--- src/include/fault_cfg_pkg.sv ---
/*
 * Shared constants and state types for the fault threshold block.
 * Assumes a single clock domain and command codes from the management bus engine.
 */
`default_nettype none
package fault_cfg_pkg;
    // ----------------------------------------
    // command codes
    // ----------------------------------------
    localparam logic [7:0] OV_THRESH_ADDR = 8'hda;
    localparam logic [7:0] UV_THRESH_ADDR = 8'hdb;
    localparam logic [7:0] OC_THRESH_ADDR = 8'hdc;
    // ----------------------------------------
    // field positions
    // ----------------------------------------
    localparam int TEMP_SEL_BIT = 9;
    localparam int RANGE_LSB = 6;
    localparam int RANGE_MSB = 8;
    localparam int CODE_LSB = 0;
    localparam int CODE_MSB = 5;
    localparam int DIR_BIT = 9;
    localparam int SHUNT_RNG_BIT = 6;
    // ----------------------------------------
    // reset values and writable masks
    // ----------------------------------------
    localparam logic [15:0] OV_RESET = 16'h003f;
    localparam logic [7:0] UV_RESET = 8'h00;
    localparam logic [15:0] OC_RESET = 16'h003f;
    localparam logic [15:0] OV_MASK = 16'h03ff;
    localparam logic [7:0] UV_MASK = 8'h3f;
    localparam logic [15:0] OC_MASK = 16'h027f;
    // ----------------------------------------
    // reference arithmetic: one step is 1/64 of full scale
    // ----------------------------------------
    localparam int FRAC_SHIFT = 6;
    localparam logic [6:0] OFFSET_STEPS = 7'h10;
    localparam logic [6:0] NO_OFFSET = 7'h00;
    // bus full scale in bus-level lsb (1 mV wide part, 250 uV narrow part)
    localparam logic [15:0] FS_RANGE0 = 16'hbb80;
    localparam logic [15:0] FS_RANGE1 = 16'h5dc0;
    localparam logic [15:0] FS_RANGE2 = 16'h2ee0;
    localparam logic [15:0] FS_RANGE3 = 16'h1388;
    localparam logic [15:0] FS_RANGE4 = 16'h0ce4;
    localparam logic [15:0] FS_RANGE5 = 16'h09c4;
    // shunt full scale in 2.5 uV lsb: 80 mV and 40 mV
    localparam logic [15:0] FS_SHUNT_WIDE = 16'h7d00;
    localparam logic [15:0] FS_SHUNT_NARROW = 16'h3e80;
    // temperature in 0.01 degC: base -144.00, step 5.71
    localparam logic signed [17:0] TEMP_BASE_CDEG = -18'sh03840;
    localparam logic signed [17:0] TEMP_STEP_CDEG = 18'sh0023b;
    // ----------------------------------------
    // state types
    // ----------------------------------------
    typedef enum logic [1:0] {
        RANGE_OK = 2'b00,
        RANGE_NARROW_ONLY = 2'b01,
        RANGE_UNDEFINED = 2'b10
    } range_class_t;

    typedef struct packed {
        logic [15:0] ov;
        logic [7:0] uv;
        logic [15:0] oc;
        logic [15:0] rd_data;
        logic rd_valid;
        logic ack;
    } regs_state_t;

    typedef struct packed {
        logic [16:0] ov_ref;
        logic [16:0] uv_ref;
        logic [16:0] oc_ref;
        logic signed [17:0] temp_ref;
        logic temp_mode;
        logic range_ok;
        logic ov_trip;
        logic uv_trip;
        logic oc_trip;
    } mon_state_t;
endpackage : fault_cfg_pkg
`default_nettype wire

--- src/include/thresh_if.sv ---
/*
 * Threshold configuration fields carried from the register store to the monitor.
 * Assumes both ends sit on the same clock.
 */
`timescale 1ns/1ns
`default_nettype none
interface thresh_if;
    logic temp_sel;
    logic [2:0] range;
    logic [5:0] ov_code;
    logic [5:0] uv_code;
    logic [5:0] oc_code;
    logic dir;
    logic shunt_rng;
    modport store (output temp_sel, range, ov_code, uv_code, oc_code, dir, shunt_rng);
    modport use_cfg (input temp_sel, range, ov_code, uv_code, oc_code, dir, shunt_rng);
endinterface : thresh_if
`default_nettype wire

--- src/hw/threshold_scale.sv ---
/*
 * Scales a bus or shunt full scale by a 6-bit code plus an optional offset in 1/64 steps.
 * Assumes the caller registers the result.
 */
`timescale 1ns/1ns
`default_nettype none
module threshold_scale
    import fault_cfg_pkg::*;
(
    input wire logic [15:0] full_scale,
    input wire logic [5:0] code,
    input wire logic [6:0] offset,
    output logic [16:0] level
);
    logic [22:0] product;

    always_comb begin
        product = 23'(full_scale) * 23'(7'(code) + offset);
        level = product[22:FRAC_SHIFT];
    end
endmodule : threshold_scale
`default_nettype wire

--- src/hw/threshold_regs.sv ---
/*
 * The three threshold registers with write masks and registered read-back.
 * Assumes one command per cycle at most from the bus engine.
 */
`timescale 1ns/1ns
`default_nettype none
module threshold_regs
    import fault_cfg_pkg::*;
(
    input wire logic clk,
    input wire logic nrst,
    input wire logic ce,
    input wire logic [7:0] addr,
    input wire logic [15:0] wdata,
    input wire logic wr,
    input wire logic rd,
    output logic [15:0] rdata,
    output logic rvalid,
    output logic ack,
    thresh_if.store cfg
);
    regs_state_t state;
    regs_state_t next_state;

    function automatic logic is_mapped(input logic [7:0] a);
        return (a == OV_THRESH_ADDR) || (a == UV_THRESH_ADDR) || (a == OC_THRESH_ADDR);
    endfunction : is_mapped

    always_comb begin
        next_state = state;
        next_state.rd_valid = rd;
        next_state.ack = (wr || rd) && is_mapped(addr);
        if (rd) begin
            // reserved bits and unmapped codes read as zero
            case (addr)
                OV_THRESH_ADDR: next_state.rd_data = state.ov;
                UV_THRESH_ADDR: next_state.rd_data = {8'h00, state.uv};
                OC_THRESH_ADDR: next_state.rd_data = state.oc;
                default: next_state.rd_data = 16'h0000;
            endcase
        end
        if (wr && is_mapped(addr)) begin
            case (addr)
                OV_THRESH_ADDR: next_state.ov = wdata & OV_MASK;
                UV_THRESH_ADDR: next_state.uv = wdata[7:0] & UV_MASK;
                OC_THRESH_ADDR: next_state.oc = wdata & OC_MASK;
                default: next_state.ov = state.ov;
            endcase
        end
    end

    always_ff @(posedge clk or negedge nrst) begin
        if (!nrst) begin
            state <= '{ov: OV_RESET, uv: UV_RESET, oc: OC_RESET, rd_data: 16'h0000,
                       rd_valid: 1'b0, ack: 1'b0};
        end else if (ce) begin
            state <= next_state;
        end
    end

    assign rdata = state.rd_data;
    assign rvalid = state.rd_valid;
    assign ack = state.ack;
    assign cfg.temp_sel = state.ov[TEMP_SEL_BIT];
    assign cfg.range = state.ov[RANGE_MSB:RANGE_LSB];
    assign cfg.ov_code = state.ov[CODE_MSB:CODE_LSB];
    assign cfg.uv_code = state.uv[CODE_MSB:CODE_LSB];
    assign cfg.oc_code = state.oc[CODE_MSB:CODE_LSB];
    assign cfg.dir = state.oc[DIR_BIT];
    assign cfg.shunt_rng = state.oc[SHUNT_RNG_BIT];
endmodule : threshold_regs
`default_nettype wire

--- src/hw/fault_threshold_config.sv ---
/*
 * Fault threshold configuration and digital comparators of the power monitor.
 * Holds the three threshold registers, derives the overvoltage, undervoltage,
 * overcurrent and temperature references, and compares the measured levels.
 * Assumes the measured levels come from logic on SYS_CLK, so they are not
 * synchronised, and that the bus engine issues at most one command per cycle.
 */
`timescale 1ns/1ns
`default_nettype none
// Behaviour
// - three comparators, overvoltage switchable to temperature
// - ov word: select, range, code fields
// - select bit routes temperature, else bus
// - one range shared by ov and uv
// - range codes map to full scales
// - ov reference is 25% plus code steps
// - temperature reference -144 C, 5.71 C/step
// - uv byte: code only, reference code steps
// - uv full scale from ov range field
// - oc word: direction, shunt range, code
// - direction bit picks current polarity
// - shunt range 80 mV or 40 mV
// - oc reference is 25% plus code steps
module fault_threshold_config
    import fault_cfg_pkg::*;
#(
    parameter bit WIDE_VARIANT = 1'b1
)
(
    input wire logic SYS_CLK,
    input wire logic NRST,
    input wire logic CE,
    input wire logic [7:0] CMD_CODE,
    input wire logic [15:0] CMD_WDATA,
    input wire logic CMD_WR,
    input wire logic CMD_RD,
    output logic [15:0] CMD_RDATA,
    output logic CMD_RVALID,
    output logic CMD_ACK,
    input wire logic [15:0] BUS_LEVEL,
    input wire logic signed [15:0] SHUNT_LEVEL,
    input wire logic signed [15:0] TEMP_LEVEL,
    output logic [16:0] OV_REF,
    output logic [16:0] UV_REF,
    output logic [16:0] OC_REF,
    output logic signed [17:0] TEMP_REF,
    output logic TEMP_MODE,
    output logic RANGE_VALID,
    output logic OV_OT_TRIP,
    output logic UV_TRIP,
    output logic OC_TRIP
);
    // ----------------------------------------
    // register store
    // ----------------------------------------
    thresh_if cfg ();

    threshold_regs u_regs (
        .clk(SYS_CLK),
        .nrst(NRST),
        .ce(CE),
        .addr(CMD_CODE),
        .wdata(CMD_WDATA),
        .wr(CMD_WR),
        .rd(CMD_RD),
        .rdata(CMD_RDATA),
        .rvalid(CMD_RVALID),
        .ack(CMD_ACK),
        .cfg(cfg.store)
    );

    // ----------------------------------------
    // range decoding
    // ----------------------------------------
    function automatic range_class_t classify(input logic [2:0] code, input logic wide);
        range_class_t cls;
        case (code)
            3'h0, 3'h1, 3'h2, 3'h3: cls = RANGE_OK;
            3'h4, 3'h5: cls = wide ? RANGE_OK : RANGE_NARROW_ONLY;
            default: cls = RANGE_UNDEFINED;
        endcase
        return cls;
    endfunction : classify

    function automatic logic [15:0] bus_full_scale(input logic [2:0] code);
        logic [15:0] fs;
        case (code)
            3'h0: fs = FS_RANGE0;
            3'h1: fs = FS_RANGE1;
            3'h2: fs = FS_RANGE2;
            3'h3: fs = FS_RANGE3;
            3'h4: fs = FS_RANGE4;
            3'h5: fs = FS_RANGE5;
            default: fs = FS_RANGE0;
        endcase
        return fs;
    endfunction : bus_full_scale

    range_class_t range_class;
    logic [15:0] bus_fs;
    logic [15:0] shunt_fs;

    always_comb begin
        range_class = classify(cfg.range, WIDE_VARIANT);
        bus_fs = bus_full_scale(cfg.range);
        shunt_fs = cfg.shunt_rng ? FS_SHUNT_NARROW : FS_SHUNT_WIDE;
    end

    // ----------------------------------------
    // reference scaling
    // ----------------------------------------
    logic [16:0] ov_level;
    logic [16:0] uv_level;
    logic [16:0] oc_level;

    threshold_scale u_ov_scale (
        .full_scale(bus_fs),
        .code(cfg.ov_code),
        .offset(OFFSET_STEPS),
        .level(ov_level)
    );

    threshold_scale u_uv_scale (
        .full_scale(bus_fs),
        .code(cfg.uv_code),
        .offset(NO_OFFSET),
        .level(uv_level)
    );

    threshold_scale u_oc_scale (
        .full_scale(shunt_fs),
        .code(cfg.oc_code),
        .offset(OFFSET_STEPS),
        .level(oc_level)
    );

    logic signed [17:0] temp_level;

    always_comb begin
        temp_level = TEMP_BASE_CDEG + TEMP_STEP_CDEG * $signed({12'h000, cfg.ov_code});
    end

    // ----------------------------------------
    // comparators
    // ----------------------------------------
    mon_state_t state;
    mon_state_t next_state;
    logic signed [17:0] bus_ext;
    logic signed [17:0] temp_ext;
    logic signed [17:0] shunt_dir;
    logic signed [17:0] oc_ref_ext;
    logic signed [17:0] high_sel_level;
    logic signed [17:0] high_sel_ref;

    always_comb begin
        bus_ext = $signed({2'b00, BUS_LEVEL});
        temp_ext = 18'(TEMP_LEVEL);
        oc_ref_ext = $signed({1'b0, state.oc_ref});
        shunt_dir = cfg.dir ? -18'(SHUNT_LEVEL) : 18'(SHUNT_LEVEL);
        if (state.temp_mode) begin
            high_sel_level = temp_ext;
            high_sel_ref = state.temp_ref;
        end else begin
            high_sel_level = bus_ext;
            high_sel_ref = $signed({1'b0, state.ov_ref});
        end
    end

    always_comb begin
        next_state = state;
        next_state.ov_ref = ov_level;
        next_state.uv_ref = uv_level;
        next_state.oc_ref = oc_level;
        next_state.temp_ref = temp_level;
        next_state.temp_mode = cfg.temp_sel;
        // undefined or absent ranges hold the bus comparators quiet
        next_state.range_ok = (range_class == RANGE_OK);
        next_state.ov_trip = (state.temp_mode || state.range_ok) && (high_sel_level > high_sel_ref);
        next_state.uv_trip = state.range_ok && (bus_ext < $signed({1'b0, state.uv_ref}));
        next_state.oc_trip = shunt_dir > oc_ref_ext;
    end

    always_ff @(posedge SYS_CLK or negedge NRST) begin
        if (!NRST) begin
            state <= '{ov_ref: 17'h00000, uv_ref: 17'h00000, oc_ref: 17'h00000,
                       temp_ref: 18'sh00000, temp_mode: 1'b0, range_ok: 1'b0,
                       ov_trip: 1'b0, uv_trip: 1'b0, oc_trip: 1'b0};
        end else if (CE) begin
            state <= next_state;
        end
    end

    // ----------------------------------------
    // outputs
    // ----------------------------------------
    assign OV_REF = state.ov_ref;
    assign UV_REF = state.uv_ref;
    assign OC_REF = state.oc_ref;
    assign TEMP_REF = state.temp_ref;
    assign TEMP_MODE = state.temp_mode;
    assign RANGE_VALID = state.range_ok;
    assign OV_OT_TRIP = state.ov_trip;
    assign UV_TRIP = state.uv_trip;
    assign OC_TRIP = state.oc_trip;
endmodule : fault_threshold_config
`default_nettype wire

--- config.mk ---
export PLATFORM = sky130hd
export DESIGN_NAME = fault_threshold_config
export DESIGN_NICKNAME = d
export VERILOG_FILES = /design/src/include/fault_cfg_pkg.sv /design/src/include/thresh_if.sv /design/src/hw/threshold_scale.sv /design/src/hw/threshold_regs.sv /design/src/hw/fault_threshold_config.sv
export SDC_FILE = /design/constraint.sdc
export NUM_CORES = 1
export LEC_CHECK = 0
export ABC_AREA = 1
export BUFFER_PORTS_ARGS = -buffer_cell sky130_fd_sc_hd__buf_2
export CAP_MARGIN = 25
export CORE_AREA = 5 5 237 239
export DETAILED_ROUTE_END_ITERATION = 8
export DIE_AREA = 0 0 242 244
export GPL_ROUTABILITY_DRIVEN = 0
export GPL_TIMING_DRIVEN = 0
export HOLD_SLACK_MARGIN = 0.12
export SLEW_MARGIN = 40
export SYNTH_ARGS = -nofsm -noshare
export SYNTH_HDL_FRONTEND = slang
export SYNTH_HIERARCHICAL = 1
export SYNTH_SLANG_ARGS = --single-unit
--- constraint.sdc ---
create_clock -name SYS_CLK -period 5.6 [get_ports SYS_CLK]
set_input_delay 0 -clock SYS_CLK [delete_from_list [all_inputs] [get_ports SYS_CLK]]
set_output_delay 0 -clock SYS_CLK [all_outputs]
set_load 0.02 [all_outputs]
## Word-level counts from Yosys, hierarchy flattened

Cells that the tools add are included.

| storage, ports and cells | value |
|---|---|
| bits of input ports | 77 |
| output and inout port bits | 92 |
| logic and storage cells | 56 |
| bits in registers | 116 |

| operators by class | value |
|---|---|
| multipliers | 4 |
| magnitude comparators | 3 |
| add/sub/neg operators | 4 |
| multiplexer cells | 7 |
| equal/unequal tests | 8 |
| reduce and logical (&&, ||, !) cells | 15 |

Operator list:

| operator | number |
|---|---|
| $pmux 16 s5 | 1 |
| $mux 18 | 3 |
| $gt 18x18->1 | 2 |
| $pmux 10 s3 | 1 |
| $eq 8x8->1 const B | 3 |
| $mul 15x23->23 | 1 |
| $mul 16x23->23 | 1 |
| $mul 16x6->22 | 1 |
| $add 15x17->18 const A | 1 |
| $neg 16->18 | 1 |
| $lt 16x17->1 | 1 |
| $mul 10x6->16 const A | 1 |
| $mux 15 | 1 |
| $add 6x5->7 const B | 2 |
| $reduce_and 3->1 | 3 |
| $eq 3x2->1 const B | 2 |
| $eq 3x3->1 const B | 2 |
| $reduce_or 6->1 | 1 |
| $logic_and 1x1->1 | 4 |
| $logic_or 1x1->1 | 4 |
| $eq 3x1->1 const B | 1 |
| $logic_not 3->1 | 1 |
| $logic_not 2->1 | 1 |
| $mux 2 | 1 |
| $reduce_and 2->1 | 1 |

## Depth between registers and ports, before layout

| logic depth | value |
|---|---|
| depth after elaboration | 5 |
| mapped depth | 34 |
| depth with buffers taken out | 33 |

## Modules after synthesis

The synthesis kept the hierarchy.

By module, submodules not included:

| module | area an instance (um2) | cells each | instances | seq. area each (um2) |
|---|---|---|---|---|
| fault_threshold_config | 6183.4 | 858 | 1 | 1851.8 |
| threshold_scale (u_ov_scale) | 4481.8 | 635 | 1 | 0.0 |
| threshold_scale (u_uv_scale) | 4331.7 | 604 | 1 | 0.0 |
| threshold_scale (u_oc_scale) | 4295.4 | 617 | 1 | 0.0 |
| threshold_regs | 1898.1 | 217 | 1 | 915.9 |

## Worst setup path after synthesis

Ideal clock, no wire load.

| timing path | value |
|---|---|
| kind | register -> register |
| from | register u_regs.state (netlist bit u_regs/cfg.range[1]) |
| to | register state (netlist bit OV_REF[16]) |
| cell stages (with the launch flop) | 27 |
| data required time | 5483 ps |
| setup slack | 418 ps |
| period minus slack after synthesis | 5182 ps |
| setup time | 117 ps |
| path buffers | 0 |
| arrival time | 5065 ps |
| cell sequence | dfrtp_1 > inv_1 > nand2_1 > inv_1 > nor2_1 > nor2_1 > inv_1 > o21ai_0 > inv_1 > nor2_2 > fa_1 > fa_1 > fa_1 > inv_1 > fa_1 > inv_1 > ha_1 > a21oi_1 > o21ai_0 > nand2_1 > nand2_1 > nor2_1 > nand2_1 > o21ai_0 > nand2_1 > nand2_1 > nand2_1 |

RTL lines:

| item | line | text |
|---|---|---|
| start, declared | threshold_regs.sv:22 | `regs_state_t state;` |
| start signal, assigned | threshold_regs.sv:54 | `state <= '{ov: OV_RESET, uv: UV_RESET, oc: OC_RESET, rd_data: 16'h0000,` |
| start signal, assigned | threshold_regs.sv:57 | `state <= next_state;` |
| end signal, assigned | fault_threshold_config.sv:185 | `state <= '{ov_ref: 17'h00000, uv_ref: 17'h00000, oc_ref: 17'h00000,` |
| end signal, assigned | fault_threshold_config.sv:189 | `state <= next_state;` |
| end, declared | fault_threshold_config.sv:146 | `mon_state_t state;` |

==> results.md <==
* Result of the run: completed
* Ratio of cells with drive above 1 in the final layout at 0.133
* Class of the most critical setup path: register to register
* First-pass GRT wire length at 102 mm
* Minimum clock period at 5.40 ns
* Synthesized area per cell at 7.23 um2
* Top flip-flop cell by instance count after synthesis: dfrtp_1
* Placed Instance Area at 0.0233 mm2
* Detail-routed net length per standard cell at 15.9 um
* Overall die height at 244 um
* Cell type with the largest total area after synthesis: fa_1
* Flops & latches, synth at 110
* Share of the synthesized area in the top cell type at 0.245
* Clock skew at 0.0126 ns
* Antenna-violating nets left at 0
* Via count of the first global-routing pass at 19.0k
* Required time at the endpoint of the critical path at 5.92 ns
* Synth warnings at 6
* Buffer type at the clock tree root: clkbuf_16
* Number of distinct standard cells referenced by the synthesized netlist at 58
* Setup violations, final at 0
* Half-perimeter wire length after placement at 52.9 mm
* Worst vdd ir at 191 uV
* Post-Syn Instances at 2931
* Floorplan core area at 0.0536 mm2
* Die width at 242 um
* Startpoint of the worst hold path: BUS_LEVEL[14]
* CTS clk-pin slew, worst paths at 0.08 ns
* F_max at 185 MHz
* Most frequent cell after synthesis: nand2_1
* Leading post-synthesis cells by cell area: fa_1 (24%), ha_1 (13%), nand2_1 (13%)
* Total via count after detailed routing at 19.0k
* Count of cells along the worst register-to-register path at 26
* Effective utilization at floorplan at 0.395
* Layout fillers at 5560
* First-pass detailed-route iteration total at 5
* Cell area power density at 281 mW/mm2
* Remaining max-slew budget at the tightest pin at 0.554
* Number of enable-type register cells in the synthesized netlist at 0
* IO buf count at 156
* Die ar. at 0.0590 mm2
* WL final at 62.9 mm
* Beginning of the worst register-to-register path: u_regs/cfg.range[1]
* Ant diodes at 0
* Worst reg2reg path endpoint: OV_REF[13]
* Final Worst Setup Slack at 0.202 ns
* Number of nets in the layout at 3819
* Leak pwr at 13.8 nW
* Total gr overflow at 0
* Number of hold violations in the final report at 0
* Largest net degree at the start of global routing at 43
* Post-layout power at 6.90 mW
* Actual slew at the worst max-slew pin at 0.669 ns
* Worst hold margin at 0.159 ns
* I/O pins at 169
* Level count of the clock H-tree at 3
* Final design area excluding fillers at 0.0245 mm2
* Crit. End Element: register
* Min-Delay Endpoint: UV_TRIP
* Final Max Tran Viols at 0
* End-of-flow core utilization at 0.458
* Tot GR Track Use at 0.214
* CP max FO at 6
* Sequential share of the synthesized area at 0.131
* Latest clock arrival within the worst-skew pair at 0.38 ns
* Vias/cell at 4.79
* Part of the cycle the worst path needs at 0.964
* Max cap viols at 0
* R2r setup slk at 0.20 ns
* Clock tree from TritonCTS: yes
* TritonCTS Buffers at 9
* RSZ-0062 raised after global routing: true
* Hold Path Depth at 7
* Worst Path Arrival at 5.71 ns
* Area growth, synth to finish at 15.8%
* Worst slack, placed at -1.32 ns
* Critical Path Source Type: register
* Number of buffers between clock root and the deepest sink at 2
* Synth top cells by count: nand2_1 (721), inv_1 (605), nor2_1 (316), fa_1 (259), ha_1 (217)
* Number of antenna violations at the first check in global routing at 1
* Clock sink total at 110
* Worst hold-check path type: primary input to register
* Netlist area before placement at 0.0212 mm2
* Number of rows created at floorplan at 85
* # DRC at 0
* Initial DRC count at 1163
* Async set or reset register ratio after synthesis at 1.00
## critical path, cell delays in order, from the launching register on
cell	delay (ns)
dfrtp_2	0.45
inv_2	0.13
nand2_2	0.09
clkinvlp_4	0.11
nor2_2	0.05
nor2_4	0.18
clkinvlp_4	0.21
nand2_4	0.18
inv_1	0.16
nor2_1	0.17
fa_1	0.46
fa_1	0.52
fa_1	0.54
inv_1	0.05
fa_1	0.53
inv_1	0.04
ha_2	0.38
nand2_1	0.13
nor4_1	0.27
nand2_1	0.09
nand2_1	0.11
nand2_1	0.08
nand2_1	0.06
nand2_1	0.05
nand2_1	0.11
nand2_1	0.08
nand2_1	0.09
## flip-flops by register name (all words and copies together), names as in the netlist, 6 cells and up
signal	cells
u_regs/cfg.uv_code	6
OV_REF	17
OC_REF	17
u_regs/cfg.oc_code	6
u_regs/rdata	10
UV_REF	17
u_regs/cfg.ov_code	6
TEMP_REF	18
## power by group
part           switching [mW]  internal (mW)  total [mW]
Clock                   0.334          0.332       0.666
Combinational            3.29           1.79        5.09
Sequential              0.152          0.999        1.15
## metal layers
| metal | global-route usage | wire [um] |
|---|---|---|
| met5 | 0 | 0 |
| met3 | 0.0381 | 3350 |
| met1 | 0.274 | 27300 |
| met2 | 0.371 | 30400 |
| met4 | 0.0636 | 1830 |
## per-stage QoR
stage | TNS [ns] | instances
floorplan | 0 | 3040
global placement | -39.79 | 3892
detailed placement | -31.59 | 3896
CTS | 0 | 3952
global route | -0.0564 | 3966
finish | 0 | 3966
## worst max path at each step
stage,start,to,slack [ns],depth (start not counted)
2_1_floorplan,u_regs/cfg.range[1],OV_REF[16],0.42,26
3_3_place_gp,u_regs/cfg.range[1],OV_REF[16],-1.79,26
3_5_place_dp,u_regs/cfg.range[1],OV_REF[13],-1.32,26
4_1_cts,u_regs/cfg.oc_code[4],OC_REF[14],0.0004,20
5_1_grt,u_regs/cfg.range[2],OV_REF[13],-0.03,25
6_report,u_regs/cfg.range[1],OV_REF[13],0.20,26
## kinds of logic after synthesis
| family | after synthesis | share of synthesized area |
|---|---|---|
| other | 3 | 0.000531 |
| buffers and inverters | 677 | 0.128 |
| DFF | 110 | 0.131 |
| and+or+nand+nor | 1335 | 0.271 |
| adders and majority gates | 476 | 0.373 |
| AOI/OAI and AO/OA | 269 | 0.0714 |
| xor gates and xnor gates | 61 | 0.0259 |
## placed cells by master, fill, tap and decap left out, drive strengths merged, types with 2 or more instances in the layout
cell type,count
o21ai,124
fa,259
and2,4
dfrtp,98
buf,216
nor4,4
nor2,358
dfstp,12
a21boi,2
inv,609
clkinvlp,6
a31oi,3
nand3b,9
nor3,17
o31ai,4
clkbuf,43
o21a,7
nand4,48
nand2,760
a21o,5
a211oi,4
xor2,39
dlygate4sd3,31
o21bai,12
clkinv,2
or2,7
ha,217
a21oi,106
conb,112
xnor2,22
nand3,127
## cell type report
class                   count  area, um2  area share
plain buffers              62        419      0.0171
clock buffers              11        253      0.0103
clock inverters             4       37.5     0.00153
inverters                 613       2330      0.0949
multi-input cells        2253      16400       0.670
flip-flops and latches    110       2790       0.114
well taps                 696        871      0.0355
repair buffers            217       1400      0.0569
## what timing repair did
| action | CTS | global route |
|---|---|---|
| hold endpoints to repair | 145 | 0 |
| pin swaps | 1 | 5 |
| endpoints found under the setup margin | 38 | 30 |
| gates resized for setup | 20 | 81 |
| gates cloned | 0 | 0 |
| hold buffers | 32 | 0 |
| buffers inserted | 10 | 15 |
(Power assumes the default switching activity.)
